`src/hw/qa_wd_pkg.sv`:
```
// Constants and types for the multi-answer watchdog evaluation
package qa_wd_pkg;
  localparam logic       STYLE_MULTI     = 1'b0;
  localparam logic [1:0] TALLY_INIT_MULTI  = 2'h3;
  localparam logic [1:0] TALLY_INIT_SINGLE = 2'h1;
  localparam logic [2:0] WIN1_NEEDED     = 3'h3;
  localparam logic [2:0] CYCLE_ANSWERS   = 3'h4;
  localparam logic [3:0] FLAG_WRONG_BIT  = 4'h1;
  localparam logic [3:0] FLAG_EARLY_BIT  = 4'h2;
  localparam logic [3:0] FLAG_ORDER_BIT  = 4'h4;
  localparam logic [3:0] FLAG_EXPIRY_BIT = 4'h8;
  typedef enum logic [1:0] {ST_IDLE, ST_WIN1, ST_WIN2} phase_t;
endpackage

```
`src/hw/qa_wd_judge.sv`:
```
// Combinational verdict of one finished multi-answer cycle
`timescale 1ns/10ps
module qa_wd_judge (
  input  wire logic [2:0] i_w1_ok,
  input  wire logic [2:0] i_w1_bad,
  input  wire logic [2:0] i_w2_ok,
  input  wire logic [2:0] i_w2_bad,
  output logic      [3:0] o_flags,
  output logic            o_pass
);
  logic [2:0] w1_n;
  logic [2:0] w2_n;
  logic [3:0] tot;
  logic       any_bad;
  always_comb begin
    w1_n    = i_w1_ok + i_w1_bad;
    w2_n    = i_w2_ok + i_w2_bad;
    tot     = {1'b0, w1_n} + {1'b0, w2_n};
    any_bad = (i_w1_bad != 3'h0) || (i_w2_bad != 3'h0);
    o_flags = 4'h0;
    if (w1_n >= qa_wd_pkg::CYCLE_ANSWERS) begin
      o_flags = qa_wd_pkg::FLAG_EARLY_BIT;
    end else if (w1_n == qa_wd_pkg::WIN1_NEEDED) begin
      if (w2_n == 3'h0) begin
        o_flags = qa_wd_pkg::FLAG_EXPIRY_BIT;
      end
    end else begin
      o_flags = qa_wd_pkg::FLAG_ORDER_BIT;
      if (tot < {1'b0, qa_wd_pkg::CYCLE_ANSWERS}) begin
        o_flags = o_flags | qa_wd_pkg::FLAG_EXPIRY_BIT;
      end
    end
    if (any_bad) begin
      o_flags = o_flags | qa_wd_pkg::FLAG_WRONG_BIT;
    end
    o_pass = (o_flags == 4'h0);
  end
endmodule

```
`src/hw/qa_watchdog_multi_answer_eval.sv`:
```
// Multi-answer watchdog cycle evaluation with flags and failure counter steps
`timescale 1ns/10ps
module qa_watchdog_multi_answer_eval #(
  parameter int FAIL_W = 4
) (
  input  wire logic              i_sys_clk,
  input  wire logic              i_reset,
  input  wire logic              i_qa_style_select,
  input  wire logic              i_init,
  input  wire logic              i_cycle_start,
  input  wire logic              i_win1_end,
  input  wire logic              i_win2_end,
  input  wire logic              i_answer_valid,
  input  wire logic              i_answer_ok,
  input  wire logic              i_state_word_read,
  output logic                   o_wrong_answer_flag,
  output logic                   o_premature_answer_flag,
  output logic                   o_order_fault_flag,
  output logic                   o_expiry_flag,
  output logic                   o_cycle_done,
  output logic                   o_fail_inc,
  output logic                   o_fail_dec,
  output logic                   o_new_question,
  output logic       [1:0]       o_reply_tally
);
  typedef struct packed {
    qa_wd_pkg::phase_t phase;
    logic [2:0] w1_ok;
    logic [2:0] w1_bad;
    logic [2:0] w2_ok;
    logic [2:0] w2_bad;
    logic [3:0] flags;
    logic       done;
    logic       inc;
    logic       dec;
    logic       newq;
    logic [1:0] tally;
  } state_t;

  state_t     s_r;
  state_t     s_nxt;
  logic [3:0] verdict_flags;
  logic       verdict_pass;
  logic [2:0] w1_n;
  logic [3:0] tot;
  logic       end_now;
  logic       multi;
  logic [2:0] c_w1_ok;
  logic [2:0] c_w1_bad;
  logic [2:0] c_w2_ok;
  logic [2:0] c_w2_bad;

  qa_wd_judge u_judge (
    .i_w1_ok  (c_w1_ok),
    .i_w1_bad (c_w1_bad),
    .i_w2_ok  (c_w2_ok),
    .i_w2_bad (c_w2_bad),
    .o_flags  (verdict_flags),
    .o_pass   (verdict_pass)
  );

  // Judge reads these, not s_nxt, so clearing counts cannot feed back
  always_comb begin
    c_w1_ok  = s_r.w1_ok;
    c_w1_bad = s_r.w1_bad;
    c_w2_ok  = s_r.w2_ok;
    c_w2_bad = s_r.w2_bad;
    if (i_answer_valid && (s_r.phase == qa_wd_pkg::ST_WIN1)) begin
      if (i_answer_ok) begin
        c_w1_ok = s_r.w1_ok + 3'h1;
      end else begin
        c_w1_bad = s_r.w1_bad + 3'h1;
      end
    end
    if (i_answer_valid && (s_r.phase == qa_wd_pkg::ST_WIN2)) begin
      if (i_answer_ok) begin
        c_w2_ok = s_r.w2_ok + 3'h1;
      end else begin
        c_w2_bad = s_r.w2_bad + 3'h1;
      end
    end
  end

  assign multi = (i_qa_style_select == qa_wd_pkg::STYLE_MULTI);

  // Count first, then decide; the judge sees the counts including this answer
  always_comb begin
    s_nxt        = s_r;
    s_nxt.done   = 1'b0;
    s_nxt.inc    = 1'b0;
    s_nxt.dec    = 1'b0;
    s_nxt.newq   = 1'b0;
    end_now      = 1'b0;
    w1_n         = s_r.w1_ok + s_r.w1_bad;
    tot          = 4'h0;
    if (i_state_word_read) begin
      s_nxt.flags = 4'h0;
    end
    unique case (s_r.phase)
      qa_wd_pkg::ST_IDLE: begin
        if (i_cycle_start && multi) begin
          s_nxt.phase = qa_wd_pkg::ST_WIN1;
        end
      end
      qa_wd_pkg::ST_WIN1: begin
        if (i_answer_valid) begin
          s_nxt.w1_ok  = c_w1_ok;
          s_nxt.w1_bad = c_w1_bad;
          end_now = (w1_n + 3'h1 == qa_wd_pkg::CYCLE_ANSWERS);
        end else if (i_win1_end) begin
          s_nxt.phase = qa_wd_pkg::ST_WIN2;
        end
      end
      qa_wd_pkg::ST_WIN2: begin
        tot = {1'b0, w1_n} + {1'b0, s_r.w2_ok + s_r.w2_bad};
        if (i_answer_valid) begin
          s_nxt.w2_ok  = c_w2_ok;
          s_nxt.w2_bad = c_w2_bad;
          end_now = (tot + 4'h1 == {1'b0, qa_wd_pkg::CYCLE_ANSWERS});
        end else if (i_win2_end) begin
          end_now = 1'b1;
        end
      end
      default: s_nxt.phase = qa_wd_pkg::ST_IDLE;
    endcase
    if (end_now) begin
      // Cycle end flags overwrite a same-cycle read clear
      s_nxt.flags  = verdict_flags;
      s_nxt.done   = 1'b1;
      s_nxt.dec    = verdict_pass;
      s_nxt.newq   = verdict_pass;
      s_nxt.inc    = !verdict_pass;
      s_nxt.w1_ok  = 3'h0;
      s_nxt.w1_bad = 3'h0;
      s_nxt.w2_ok  = 3'h0;
      s_nxt.w2_bad = 3'h0;
      s_nxt.phase  = multi ? qa_wd_pkg::ST_WIN1 : qa_wd_pkg::ST_IDLE;
    end
    if (i_init) begin
      s_nxt.phase  = qa_wd_pkg::ST_IDLE;
      s_nxt.w1_ok  = 3'h0;
      s_nxt.w1_bad = 3'h0;
      s_nxt.w2_ok  = 3'h0;
      s_nxt.w2_bad = 3'h0;
      s_nxt.flags  = 4'h0;
      s_nxt.tally  = multi ? qa_wd_pkg::TALLY_INIT_MULTI
                           : qa_wd_pkg::TALLY_INIT_SINGLE;
    end
  end

  always_ff @(posedge i_sys_clk) begin
    if (i_reset) begin
      s_r       <= '0;
      s_r.tally <= qa_wd_pkg::TALLY_INIT_MULTI;
    end else begin
      s_r <= s_nxt;
    end
  end

  assign o_wrong_answer_flag     = s_r.flags[0];
  assign o_premature_answer_flag = s_r.flags[1];
  assign o_order_fault_flag      = s_r.flags[2];
  assign o_expiry_flag           = s_r.flags[3];
  assign o_cycle_done            = s_r.done;
  assign o_fail_inc              = s_r.inc;
  assign o_fail_dec              = s_r.dec;
  assign o_new_question          = s_r.newq;
  assign o_reply_tally           = s_r.tally;

  property p_pass_or_fail;
    @(posedge i_sys_clk) disable iff (i_reset)
      o_cycle_done |-> (o_fail_inc != o_fail_dec);
  endproperty
  a_pass_or_fail: assert property (p_pass_or_fail)
    else $error("cycle end without exactly one counter step");

  property p_pass_clean;
    @(posedge i_sys_clk) disable iff (i_reset)
      o_fail_dec |-> (s_r.flags == 4'h0) && o_new_question;
  endproperty
  a_pass_clean: assert property (p_pass_clean)
    else $error("passing cycle left flags or no new question");

  property p_fail_same_q;
    @(posedge i_sys_clk) disable iff (i_reset)
      o_fail_inc |-> !o_new_question && (s_r.flags != 4'h0);
  endproperty
  a_fail_same_q: assert property (p_fail_same_q)
    else $error("failing cycle gave a new question");

  property p_early_alone;
    @(posedge i_sys_clk) disable iff (i_reset)
      o_cycle_done && o_premature_answer_flag |->
        !o_order_fault_flag && !o_expiry_flag;
  endproperty
  a_early_alone: assert property (p_early_alone)
    else $error("premature flag with order or expiry flag");

  property p_win2_close;
    @(posedge i_sys_clk) disable iff (i_reset || i_init)
      (s_r.phase == qa_wd_pkg::ST_WIN2) && i_win2_end && !i_answer_valid
        |=> o_cycle_done && o_expiry_flag;
  endproperty
  a_win2_close: assert property (p_win2_close)
    else $error("window two close did not end cycle with expiry");

  property p_read_clears;
    @(posedge i_sys_clk) disable iff (i_reset)
      i_state_word_read && !end_now && !i_init |=> s_r.flags == 4'h0;
  endproperty
  a_read_clears: assert property (p_read_clears)
    else $error("status read did not clear flags");

  property p_init_tally;
    @(posedge i_sys_clk) disable iff (i_reset)
      i_init && multi |=> o_reply_tally == 2'h3;
  endproperty
  a_init_tally: assert property (p_init_tally)
    else $error("tally not loaded with three in multi-answer mode");

  property p_single_idle;
    @(posedge i_sys_clk) disable iff (i_reset)
      !multi && (s_r.phase == qa_wd_pkg::ST_IDLE) |=> !o_cycle_done;
  endproperty
  a_single_idle: assert property (p_single_idle)
    else $error("cycle evaluated outside multi-answer mode");
endmodule

```
`config.mk`:
```
export PLATFORM = sky130hd
export DESIGN_NAME = qa_watchdog_multi_answer_eval
export DESIGN_NICKNAME = d
export VERILOG_FILES = /design/src/hw/qa_wd_pkg.sv /design/src/hw/qa_wd_judge.sv /design/src/hw/qa_watchdog_multi_answer_eval.sv
export SDC_FILE = /design/constraint.sdc
export NUM_CORES = 1
export LEC_CHECK = 0
export BUFFER_PORTS_ARGS = -buffer_cell sky130_fd_sc_hd__buf_2
export CORE_MARGIN = 1
export CORE_UTILIZATION = 55
export CTS_CLUSTER_DIAMETER = 50
export DETAILED_ROUTE_END_ITERATION = 12
export PLACE_DENSITY = 0.76
export SETUP_SLACK_MARGIN = 0.2
export SYNTH_ARGS = -nofsm -noshare
export SYNTH_HDL_FRONTEND = slang
export SYNTH_HIERARCHICAL = 1
export SYNTH_SLANG_ARGS = --single-unit
export TNS_END_PERCENT = 20
```
`constraint.sdc`:
```
create_clock -name i_sys_clk -period 7.1 [get_ports i_sys_clk]
set_input_delay 1.42 -clock i_sys_clk [delete_from_list [all_inputs] [get_ports i_sys_clk]]
set_output_delay 1.42 -clock i_sys_clk [all_outputs]
set_load 0.01 [all_outputs]
```
Word level (Yosys, flattened, before mapping)
Index checks and enable logic that the tools add are counted.
{"block": "word_totals", "mem_bits_ro": 0, "mem_count": 0, "regBits": 23, "latchBits": 0, "input_bits": 10, "out_inout_bits": 10, "ram_bits": 0}
{"block": "classes", "magnitude_cmp": 2, "shift": 0, "n_mul": 0, "div_mod_pow": 0, "addsub": 12, "n_eq_ne": 9, "mux": 29, "n_reduce_logical": 17, "bitwise": 2}
{"operator": "2-to-1 mux 3 bit", "count": 8}
{"operator": "2-to-1 mux 6 bit", "count": 4}
{"operator": "2-to-1 mux 22 bit", "count": 1}
{"operator": "2-to-1 mux 4 bit", "count": 5}
{"operator": "adder 3 x 1 -> 3 bit (second input constant)", "count": 5}
{"operator": "adder 3 bit", "count": 4}
{"operator": "inequality test 3 bit (second input constant)", "count": 3}
{"operator": "adder 3 x 3 -> 4 bit", "count": 2}
{"operator": "2-to-1 mux 2 bit", "count": 4}
{"operator": "one-hot mux 2 bit (3 select lines)", "count": 1}
{"operator": "nonzero test 3 bit", "count": 2}
{"operator": "2-to-1 mux 1 bit", "count": 5}
{"operator": "adder 4 x 1 -> 4 bit (second input constant)", "count": 1}
{"operator": "equality test 4 x 3 -> 1 bit (second input constant)", "count": 1}
{"operator": "zero test 4 bit", "count": 1}
{"operator": "< comparator 4 x 3 -> 1 bit (second input constant)", "count": 1}
{"operator": "AND reduction 2 bit", "count": 2}
{"operator": "AND reduction 4 bit", "count": 1}
{"operator": "OR reduction 2 bit", "count": 2}
{"operator": "equality test 3 x 2 -> 1 bit (second input constant)", "count": 1}
{"operator": "equality test 3 bit (second input constant)", "count": 1}
{"operator": ">= comparator 3 bit (second input constant)", "count": 1}
{"operator": "logical AND 1 bit", "count": 3}
{"operator": "zero test 3 bit", "count": 1}
{"operator": "10 further kinds", "count": 11}

Longest topological paths before layout
Gate-level depths: netlist of run 1.
{"block": "depth", "word_depth": 13, "depth_mapped": 16, "ltp_nobuf": 16}

By module
Netlist of run 1, hierarchy kept.
{"module": "qa_watchdog_multi_answer_eval", "area_per_inst_um2": 1356.3, "instances": 1, "seq_area_each_um2": 440.4, "cells_per_inst": 136}
{"module": "qa_wd_judge", "area_per_inst_um2": 241.5, "instances": 1, "seq_area_each_um2": 0.0, "cells_per_inst": 31}

Worst setup path before layout of run 1
No wires, ideal clock.
{"block": "synth_timing", "path_kind": "input to register", "start": "input port i_answer_valid", "end": "register s_r, in the netlist o_expiry_flag", "setup_time_ns": 0.074, "cell_stages": 14, "path_buffers": 0, "slack_ns": 3.229, "t_arrival_ns": 3.797, "cell_sequence": "nand2_1 -> or2_2 -> xnor2_1 -> ha_1 -> inv_1 -> fa_1 -> xor2_1 -> xnor2_1 -> ha_1 -> nor3_1 -> nand3_1 -> a21oi_1 -> nand4_1 -> o21ai_0"}
{"block": "synth_via", "elab_chain_cells": 9, "word_cells_on_any_way": 22}
{"element": "start, declared", "line_no": "qa_watchdog_multi_answer_eval.sv:13", "text": "input wire logic i_answer_valid,"}
{"element": "logical AND 1 bit *", "line_no": "qa_watchdog_multi_answer_eval.sv:68", "text": "if (i_answer_valid && (s_r.phase == qa_wd_pkg::ST_WIN1)) begin"}
{"element": "2-to-1 mux 3 bit *", "line_no": "qa_watchdog_multi_answer_eval.sv:68"}
{"element": "net c_w1_bad[0]", "line_no": "qa_watchdog_multi_answer_eval.sv:49", "text": "logic [2:0] c_w1_bad;"}
{"element": "adder 3 bit *", "line_no": "qa_wd_judge.sv:16", "text": "w1_n = i_w1_ok + i_w1_bad;"}
{"element": "adder 3 x 3 -> 4 bit", "line_no": "qa_wd_judge.sv:18", "text": "tot = {1'b0, w1_n} + {1'b0, w2_n};"}
{"element": "< comparator 4 x 3 -> 1 bit", "line_no": "qa_wd_judge.sv:29", "text": "if (tot < {1'b0, qa_wd_pkg::CYCLE_ANSWERS}) begin"}
{"element": "2-to-1 mux 4 bit", "line_no": "qa_wd_judge.sv:29"}
{"element": "2-to-1 mux 4 bit", "line_no": "qa_wd_judge.sv:23", "text": "end else if (w1_n == qa_wd_pkg::WIN1_NEEDED) begin"}
{"element": "2-to-1 mux 4 bit *", "line_no": "qa_wd_judge.sv:21", "text": "if (w1_n >= qa_wd_pkg::CYCLE_ANSWERS) begin"}
{"element": "net verdict_flags[3]", "line_no": "qa_watchdog_multi_answer_eval.sv:42", "text": "logic [3:0] verdict_flags;"}
{"element": "2-to-1 mux 22 bit *", "line_no": "qa_watchdog_multi_answer_eval.sv:126", "text": "if (end_now) begin"}
{"element": "end signal, assigned", "line_no": "qa_watchdog_multi_answer_eval.sv:156", "text": "s_r <= s_nxt;"}
{"element": "end, declared", "line_no": "qa_watchdog_multi_answer_eval.sv:40", "text": "state_t s_r;"}
The timed path passes the listed nets; every way through them passes the cells marked *.
A chain may end at the register's enable or synchronous reset.

Final worst setup path of run 1
Same ends and word-level chain as after synthesis.

==> results list, run 1 <==
* Result of the run: complete, no violations
- Top-count cell post-synth: sky130_fd_sc_hd__dfxtp_1
- Top post-synthesis cells by count: 22 x sky130_fd_sc_hd__dfxtp_1, 21 x sky130_fd_sc_hd__inv_1, 17 x sky130_fd_sc_hd__ha_1
- In this run the remaining antenna-violating nets after routing total 0.
- The Yosys step of the flow raised 6 warnings.
- Power spread over the standard cell area amounts to between 100 and 150 nW/um2.
* Ranking of synthesized cells by area: sky130_fd_sc_hd__dfxtp_1 28%, sky130_fd_sc_hd__ha_1 13%, sky130_fd_sc_hd__xnor2_1 6.6%, sky130_fd_sc_hd__fa_1 5.0%, sky130_fd_sc_hd__inv_1 4.9%
- Kind of end point of the critical path: flip-flop
- Core Util, Final: 62.4%
- In this run, post-CTS hold repair placed 0 buffers.
* Final setup TNS: 0 ps
* Min cycle time layout: 4070 ps
- Post-synthesis net count: 198
* Hold Path Class: reg -> reg
- CTS built an H-tree with a depth of 1.
* Wire length per cell after detailed routing: ~13 um
- Area fraction in compound gates after synthesis: between 8 and 9%
* Total detailed-routing wirelength: 2.87 mm
* GR Util All Layers: between 20 and 25%
* Fraction of synthesized cell area in xor and xnor cells: between 10% and 20%
- Ant diodes: 0
* Number of port buffers: 18
- Routed vias/inst: 5.52
* Overflow left after global routing: 0
* Portion of netlist area occupied by mux cells: under 10%
- 1st-pass router iterations: 4
- Max-capacitance violation count: 0
* Post-cts repair resize count: 0
* Asr flop ratio synth: 0%
- The max-slew violation count was 0.
- The core region is between 2000 and 3000 um2.
- TritonCTS clock tree: built
- The number of antenna violations at the first check in global routing came to 0.
* Unrepaired setup endpoints after global routing: no
* Arr. time, crit path: around 4300 ps
* First element of the critical path: i_answer_valid
* Num ports: 20
- CTS buffer count: 3
- Vertical die dimension: 55.9 um
- Across the routed clock network, the largest skew measured is a little under 9 ps.
- Floorplan die width: 55.9 um
- From synthesis to final layout, the design area changed by 7.67%.
* Dominant combinational cell family by area after synthesis: simple AND/OR/NAND/NOR gates
- The startpoint identified for the worst hold timing path is o_order_fault_flag.
* Drt first-iter violations: 31
* Hold worst-path end: o_order_fault_flag
- Setup crit start kind: input port
* Synthesized area per cell: around 9.6 um2
* Fraction of the cycle the final worst path needs: 57.4%
* Overall Power: 249 uW
* Number of core rows: 19
* Global-route wire length before repair: around 5.0 mm
- Number of stages on the worst hold path: 2
- Register-to-register setup slack: 3540 ps
- R2R depth: 16
- The layout has 250 filler cells.
- Counting every instance in the synthesized netlist gives 167.
- The clock passes through at most 2 buffers.
- Once detailed placement completed, the half-perimeter wirelength came to between 2 and 2.5 mm.
* Critical path start-end classification: in -> reg
- Of the total synthesized cell area, the portion taken by AND, OR, NAND and NOR gates is ~23%.
- For the pin with the worst max-slew slack, the measured transition is about 600 ps.
- The startpoint identified for the worst register-to-register timing path is s_r[23].
* Post-synthesis instance area: approximately 1600 um2
* # setup viols final: 0
- Once placement finished, the instance area stood at between 1500 and 2000 um2.
- The congestion estimate from routability-driven global placement came to 0.829.
- Of all nets on the critical path, the largest fanout is 11.
- The clock drives 22 sinks.
* Post-synth EDFFs: 0
- Critical path data required time: 7360 ps
- With fillers left out, the area of the finished cells amounts to about 1700 um2.
* Upper clock frequency limit: approximately 250 MHz
- Clock transition at path regs: roughly 120 ps
- Pin count of the biggest net entering global routing: 14
* CTS Root Buffer Type: sky130_fd_sc_hd__clkbuf_4
- Leading area contributor after synthesis: sky130_fd_sc_hd__dfxtp_1
* Post-synthesis register bit count: 22
* VDD IR max: ~0.00011 V
- Starting utilization of the core area: roughly 58%
* Final hold violation count: 0
- Post-synth top area share: 27.6%
- The floorplan step defined a die boundary enclosing roughly 3100 um2.
* Buffer count from post-CTS setup fixing: 0
* Proportion of synthesized chip area in sequential cells: 27.6%
* Share of layout cells above drive strength 1: 24.2%
- In the routed design, unresolved DRC markers number 0.
- In the final design database the tool counted between 200 and 250 nets.
- In this run the static leakage power is around 0.75 nW.
- Crit Reg-Reg Endpoint: o_expiry_flag
- Adder-Cell Fraction of Synth Area: between 10% and 20%
- Relative slew slack: between 50 and 60%
- The final route contains between 1000 and 1500 vias.
- At the later pin of the worst-skew pair, clock insertion delay measures 320 ps.
- The most used flip-flop cell after synthesis is sky130_fd_sc_hd__dfxtp_1.
- Number of global-route vias before repair: roughly 1200
- The synthesized netlist contains 39 unique library cells.
==> worst max-delay path, stage by stage <==
cell and delay [ps]:
sky130_fd_sc_hd__buf_2 180, sky130_fd_sc_hd__nand2_1 100, sky130_fd_sc_hd__or2_2 310, sky130_fd_sc_hd__xnor2_1 230, sky130_fd_sc_hd__ha_1 190, sky130_fd_sc_hd__inv_1 50, sky130_fd_sc_hd__fa_1 380, sky130_fd_sc_hd__xor2_1 180
sky130_fd_sc_hd__xnor2_1 330, sky130_fd_sc_hd__ha_1 300, sky130_fd_sc_hd__nor3_1 210, sky130_fd_sc_hd__nand3_1 110, sky130_fd_sc_hd__a21oi_1 170, sky130_fd_sc_hd__nand4_1 100, sky130_fd_sc_hd__o21ai_0 90
==> cells by family after synthesis <==
logic type / after synthesis
other: 1
flip-flops: 22
multiplexers: 4
AO/OA/AOI/OAI: 19
buffers and inverters: 28
AND/OR/NAND/NOR: 56
XOR/XNOR: 16
adder cells (fa/ha/maj): 21
==> report_power, final <==
group	internal [mW]	switching (mW)	total (mW)
clock	0.0571	0.0389	0.0961
combinational	0.0110	0.0161	0.0270
sequential	0.125	0.000991	0.126
total	0.193	0.0560	0.249
==> sequential cells by signal, indices dropped and copies added (netlist names) <==
signal and flops:
o_cycle_done 1, o_new_question 1, o_wrong_answer_flag 1, o_expiry_flag 1, o_premature_answer_flag 1, o_fail_inc 1, o_order_fault_flag 1, o_reply_tally 1
s_r 14
==> layout by cell type (no fill, tap or decap), types with 2 or more instances in the layout <==
cell	n
sky130_fd_sc_hd__xnor2_1	12
sky130_fd_sc_hd__nor2b_2	8
sky130_fd_sc_hd__or2_2	2
sky130_fd_sc_hd__ha_1	17
sky130_fd_sc_hd__xnor3_2	2
sky130_fd_sc_hd__fa_1	4
sky130_fd_sc_hd__xor2_1	2
sky130_fd_sc_hd__nand4_1	6
sky130_fd_sc_hd__nor2_1	3
sky130_fd_sc_hd__nand3_1	5
sky130_fd_sc_hd__nor2b_1	5
sky130_fd_sc_hd__nor4_1	2
sky130_fd_sc_hd__a21oi_1	5
sky130_fd_sc_hd__nand3b_1	6
sky130_fd_sc_hd__dfxtp_1	22
sky130_fd_sc_hd__o21ai_0	7
sky130_fd_sc_hd__nand2_1	5
sky130_fd_sc_hd__clkbuf_4	3
sky130_fd_sc_hd__inv_1	21
sky130_fd_sc_hd__nand4b_1	2
sky130_fd_sc_hd__mux2_2	4
sky130_fd_sc_hd__buf_2	18
sky130_fd_sc_hd__nor3_1	4
sky130_fd_sc_hd__nand2b_1	3
==> final cells by class <==
type,count,area [um2],area share [%]
inverters,21,78.8,4.58
flip-flops and latches,22,440,25.6
multi-input cells,117,1020,59.3
repair buffers,18,90.1,5.24
clock inverters,1,30.0,1.75
well taps,31,38.8,2.25
clock buffers,3,22.5,1.31
==> metrics by stage <==
step / instances / hold slack [ps] / worst slack, ps
after floorplan: 167 / 460 / 3230
after global placement: 209 / 470 / 2880
after detailed placement: 209 / 489 / 2750
after CTS: 213 / 513 / 3080
after global routing: 213 / 539 / 2840
final: 213 / 513 / 3030
==> worst max-delay path by stage <==
| stage | to | slack [ps] | cells after the start |
|---|---|---|---|
| after CTS | o_expiry_flag | 3080 | 15 |
| after global routing | o_expiry_flag | 2840 | 15 |
| final | o_expiry_flag | 3030 | 15 |
| after global placement | o_expiry_flag | 2880 | 15 |
| after floorplan | o_expiry_flag | 3230 | 14 |
| after detailed placement | o_expiry_flag | 2750 | 15 |
==> metal layers <==
metal | wire, um | GRT usage, % | up-vias
li1 | - | - | 592
met1 | 1320 | 25.4 | 551
met2 | 1430 | 35.1 | 27
met4 | 47 | 9.06 | 0
met3 | 72 | 2.09 | 5
met5 | 0 | 0 | -
(Power assumes the default switching activity.)
==> inputs of run 2 (changes only) <==
ABC_AREA = 1   (was unset)
CORE_UTILIZATION = 52   (was 55)
PLACE_DENSITY = 0.75   (was 0.76)
clock period = 3.7 ns   (was 7.1 ns; I/O delays follow)
==> run 2 against run 1 <==
Via count increased by 9.7%. Global-route usage decreased by 1.5 points. Die area increased by 7.8%.
==> results list, run 2 <==
* Result of the run: complete, no violations
- Ant diodes: 0 (unchanged)
* Leading area contributor after synthesis: sky130_fd_sc_hd__dfxtp_1
* Top register by number of flip-flops: s_r
- Num ports: 20 (unchanged)
* Reported leakage power: 0.956 nW (+27%)
* Ranking of synthesized cells by area: sky130_fd_sc_hd__dfxtp_1 27%, sky130_fd_sc_hd__ha_1 13%, sky130_fd_sc_hd__inv_1 12%, sky130_fd_sc_hd__nand2_1 8.3%, sky130_fd_sc_hd__nor2_1 5.3%
* Number of port buffers: 18 (unchanged)
* Critical path start-end classification: reg -> reg
- The placeable core region came to 2850 um2 (+3.4%).
* Total number of clock tree sinks: 22 (unchanged)
- Fraction of the cycle the final worst path needs: 83.8%
- The signal on the critical path passes through inv_1 -> ha_1 -> nand2_1 -> nor2_1 -> xnor2_1 -> inv_1 -> ha_1 -> inv_1 -> fa_1 -> inv_1 -> nand2_1 -> nand3_1 -> nand2_1 -> ha_1 -> nor2_1 -> nand3_1 -> nand2_1 -> nand2_1 -> a21oi_2 -> nand3_1 -> a21oi_1.
- Post-synthesis net count: 254 (+28%)
- Floorplan die width: 58.0 um (+3.8%)
* Kind of end point of the critical path: flip-flop
- Number of antenna violations at the first check in global routing: 0 (unchanged)
- Clock transition at path regs: 120 ps (about the same)
- Post-detailed-route DRC marker count: 0 (unchanged)
* Hold Path Class: reg -> reg
- Dpl hpwl: 2.33 mm (-0.92%)
- DR vias: 1289 (+9.7%)
* Share of layout cells above drive strength 1: 15.8% (-8.3 points)
* Vertical die dimension: 58.0 um (+3.8%)
- The share of synthesized cell area in and, or, nand and nor gates was 28.5% (+5.6 points).
- The final-report hold violation count was 0 (unchanged).
- Total detailed-routing wirelength: 2.75 mm (-4.3%)
- The routed via count divided by cell count came to 4.76 (-14%).
- Clock latency of the later-clocked register in the worst-skew pair: 310 ps (about the same)
- Number of buffers inserted by hold repair at cts: 0 (unchanged)
- The clock skew came to 7.28 ps (-1.52 ps).
- Dominant combinational cell family by area after synthesis: simple AND/OR/NAND/NOR gates
- Portion of netlist area occupied by mux cells: 0% (-2.8 points)
* CTS buffer count: 3 (unchanged)
- The quantity of gates resized following cts came to 0 (unchanged).
* Area fraction in compound gates after synthesis: 4.98% (-3.9 points)
- Top-count cell post-synth: sky130_fd_sc_hd__inv_1
* Unrepaired setup endpoints after global routing: no
- From synthesis to final layout, the design area changed by 8.58%.
- Pins Over Slew Limit: 0 (unchanged)
- Cell with the most instances on the worst path: sky130_fd_sc_hd__nand2_1
- Nets: 272 (+27%)
- The top fanout value on the critical path came to 4 (-7).
* Number of standard cells after synthesis: 223 (+34%)
- The global-route wire length before repair was 4.83 mm (-3.0%).
* VDD IR max: 0.000261 V (+130%)
* Slowest CP cell: sky130_fd_sc_hd__fa_1
* H-tree levels: 1 (unchanged)
- In this design, the largest share of critical-path delay is due to adder cells.
- Buffer count from post-CTS setup fixing: 0 (unchanged)
* Post-synth EDFFs: 0 (unchanged)
- Post-synthesis instance area: 1630 um2 (+2.2%)
- Cell area after placement: 1720 um2 (+3.2%)
- The pin count of the biggest net entering global routing came to 16 (+2).
- The tree is rooted in a sky130_fd_sc_hd__clkbuf_4.
* Proportion of synthesized chip area in sequential cells: 27.0% (-0.59 points)
- Count of different cell masters after synthesis: 23 (-41%)
- Adder-Cell Fraction of Synth Area: 17.9% (-0.39 points)
- Largest stage delay on the critical path: 370 ps (about the same)
* Worst path buffer plus inverter count: 4 (+2)
- Main flop type after synthesis: sky130_fd_sc_hd__dfxtp_1
- Leaving out fill and tap cells, the most frequent cell in the layout is sky130_fd_sc_hd__inv_1.
- The power density over cell area came to 268 nW/um2 (+85%).
* Arr. time, crit path: 3350 ps (-980 ps)
* Upper clock frequency limit: ~320 MHz
- The DRC marker count from the first detailed-route iteration was 29 (-6.5%).
- The required time of the critical path was 3950 ps (-3410 ps).
- The post-route cell area is 1770 um2 (+3.1%).
- The antenna violation net count after detailed routing came to 0 (unchanged).
- Asr flop ratio synth: 0% (unchanged)
- The wire length per cell after detailed routing came to 10.1 um (-25%).
* Clock tree buffer depth: 2 (unchanged)
- Synthesized area per cell: 7.32 um2 (-23%)
- The area of the die is 3370 um2 (+7.8%).
- Highest-count cells in the layout ignoring fill and taps: 54 x sky130_fd_sc_hd__inv_1, 36 x sky130_fd_sc_hd__nand2_1, 23 x sky130_fd_sc_hd__nor2_1
* TritonCTS clock tree: built
* Number of global-route vias before repair: 1204 (+4.2%)
- The total of flip-flops plus latches after synthesis is 22 (unchanged).
* Overflow left after global routing: 0 (unchanged)
- Final setup TNS: 0 ps (unchanged)
- The initial core utilization was 57.2% (-0.70 points).
- By count the netlist is led by 54 x sky130_fd_sc_hd__inv_1, 36 x sky130_fd_sc_hd__nand2_1, 23 x sky130_fd_sc_hd__nor2_1.
* Global placer's final weighted congestion: 0.787 (-5.0%)
- The overall track demand over capacity in global routing is 18.8% (-1.5 points).
* Largest register FFs: 14 (unchanged)
- Fraction of synthesized cell area in xor and xnor cells: 6.44% (-4.2 points)
- The final setup violation count was 0 (unchanged).
* Core Util, Final: 62.1% (-0.24 points)
* 1st-pass router iterations: 4 (unchanged)
- The clock period could shrink to approximately 3100 ps.
- Post-synth top area share: 27.0% (-0.59 points)
- Max-capacitance violation count: 0 (unchanged)
- The overall power after layout was 474 uW (+91%).
* Setup crit start kind: flip-flop
* Number of warnings printed during yosys synthesis: 6 (unchanged)
* Number of core rows: 19 (unchanged)
-- run 2: cell families after synthesis --
family	after synthesis
other	1
AOI/OAI and AO/OA	15
buffers and inverters	59
DFF	22
adders and majority gates	21
and+or+nand+nor	93
xor gates and xnor gates	12
-- run 2: through the flow --
stage,setup slack [ps],hold slack (ps),instances
2_1_floorplan,824,437,223
3_3_place_gp,531,449,267
3_5_place_dp,431,465,267
4_1_cts,592,493,271
5_1_grt,254,528,271
6_report,599,486,271
-- run 2: area by class of cell --
type,count,area (um2)
clock buffers,3,22.5
clock inverters,1,30.0
fillers,274,1080
inverters,54,203
multi-input cells,142,948
flip-flops and latches,22,440
well taps,31,38.8
repair buffers,18,90.1
-- run 2: worst register-to-register path: cells and delay by family, from the launching register on --
| family | cells | cell delay, ps |
|---|---|---|
| AND/OR/NAND/NOR | 10 | 970 |
| XOR/XNOR | 1 | 130 |
| adder cells (fa/ha/maj) | 4 | 1040 |
| buffers and inverters | 4 | 320 |
| AO/OA/AOI/OAI | 2 | 250 |
| flip-flops | 1 | 330 |
-- run 2: power by group --
part	switching (mW)	internal, mW
combinational	0.0319	0.0191
clock	0.0727	0.110
sequential	0.00150	0.240
-- run 2: worst paths after layout --
path	start	endpoint	slack [ps]	cells after the start
worst max-delay path	s_r[22]	o_expiry_flag	600	21
worst min-delay path	o_reply_tally[1]	o_reply_tally[1]	490	2
worst min register to register	o_reply_tally[1]	o_reply_tally[1]	490	2
worst max register to register	s_r[22]	o_expiry_flag	600	21
-- run 2: per-layer routing --
layer  part of all wire, %  GRT usage [%]
met4                   1.7           8.16
met5                     0              0
met2                    45           31.0
met1                    51           24.4
met3                   2.0           2.68
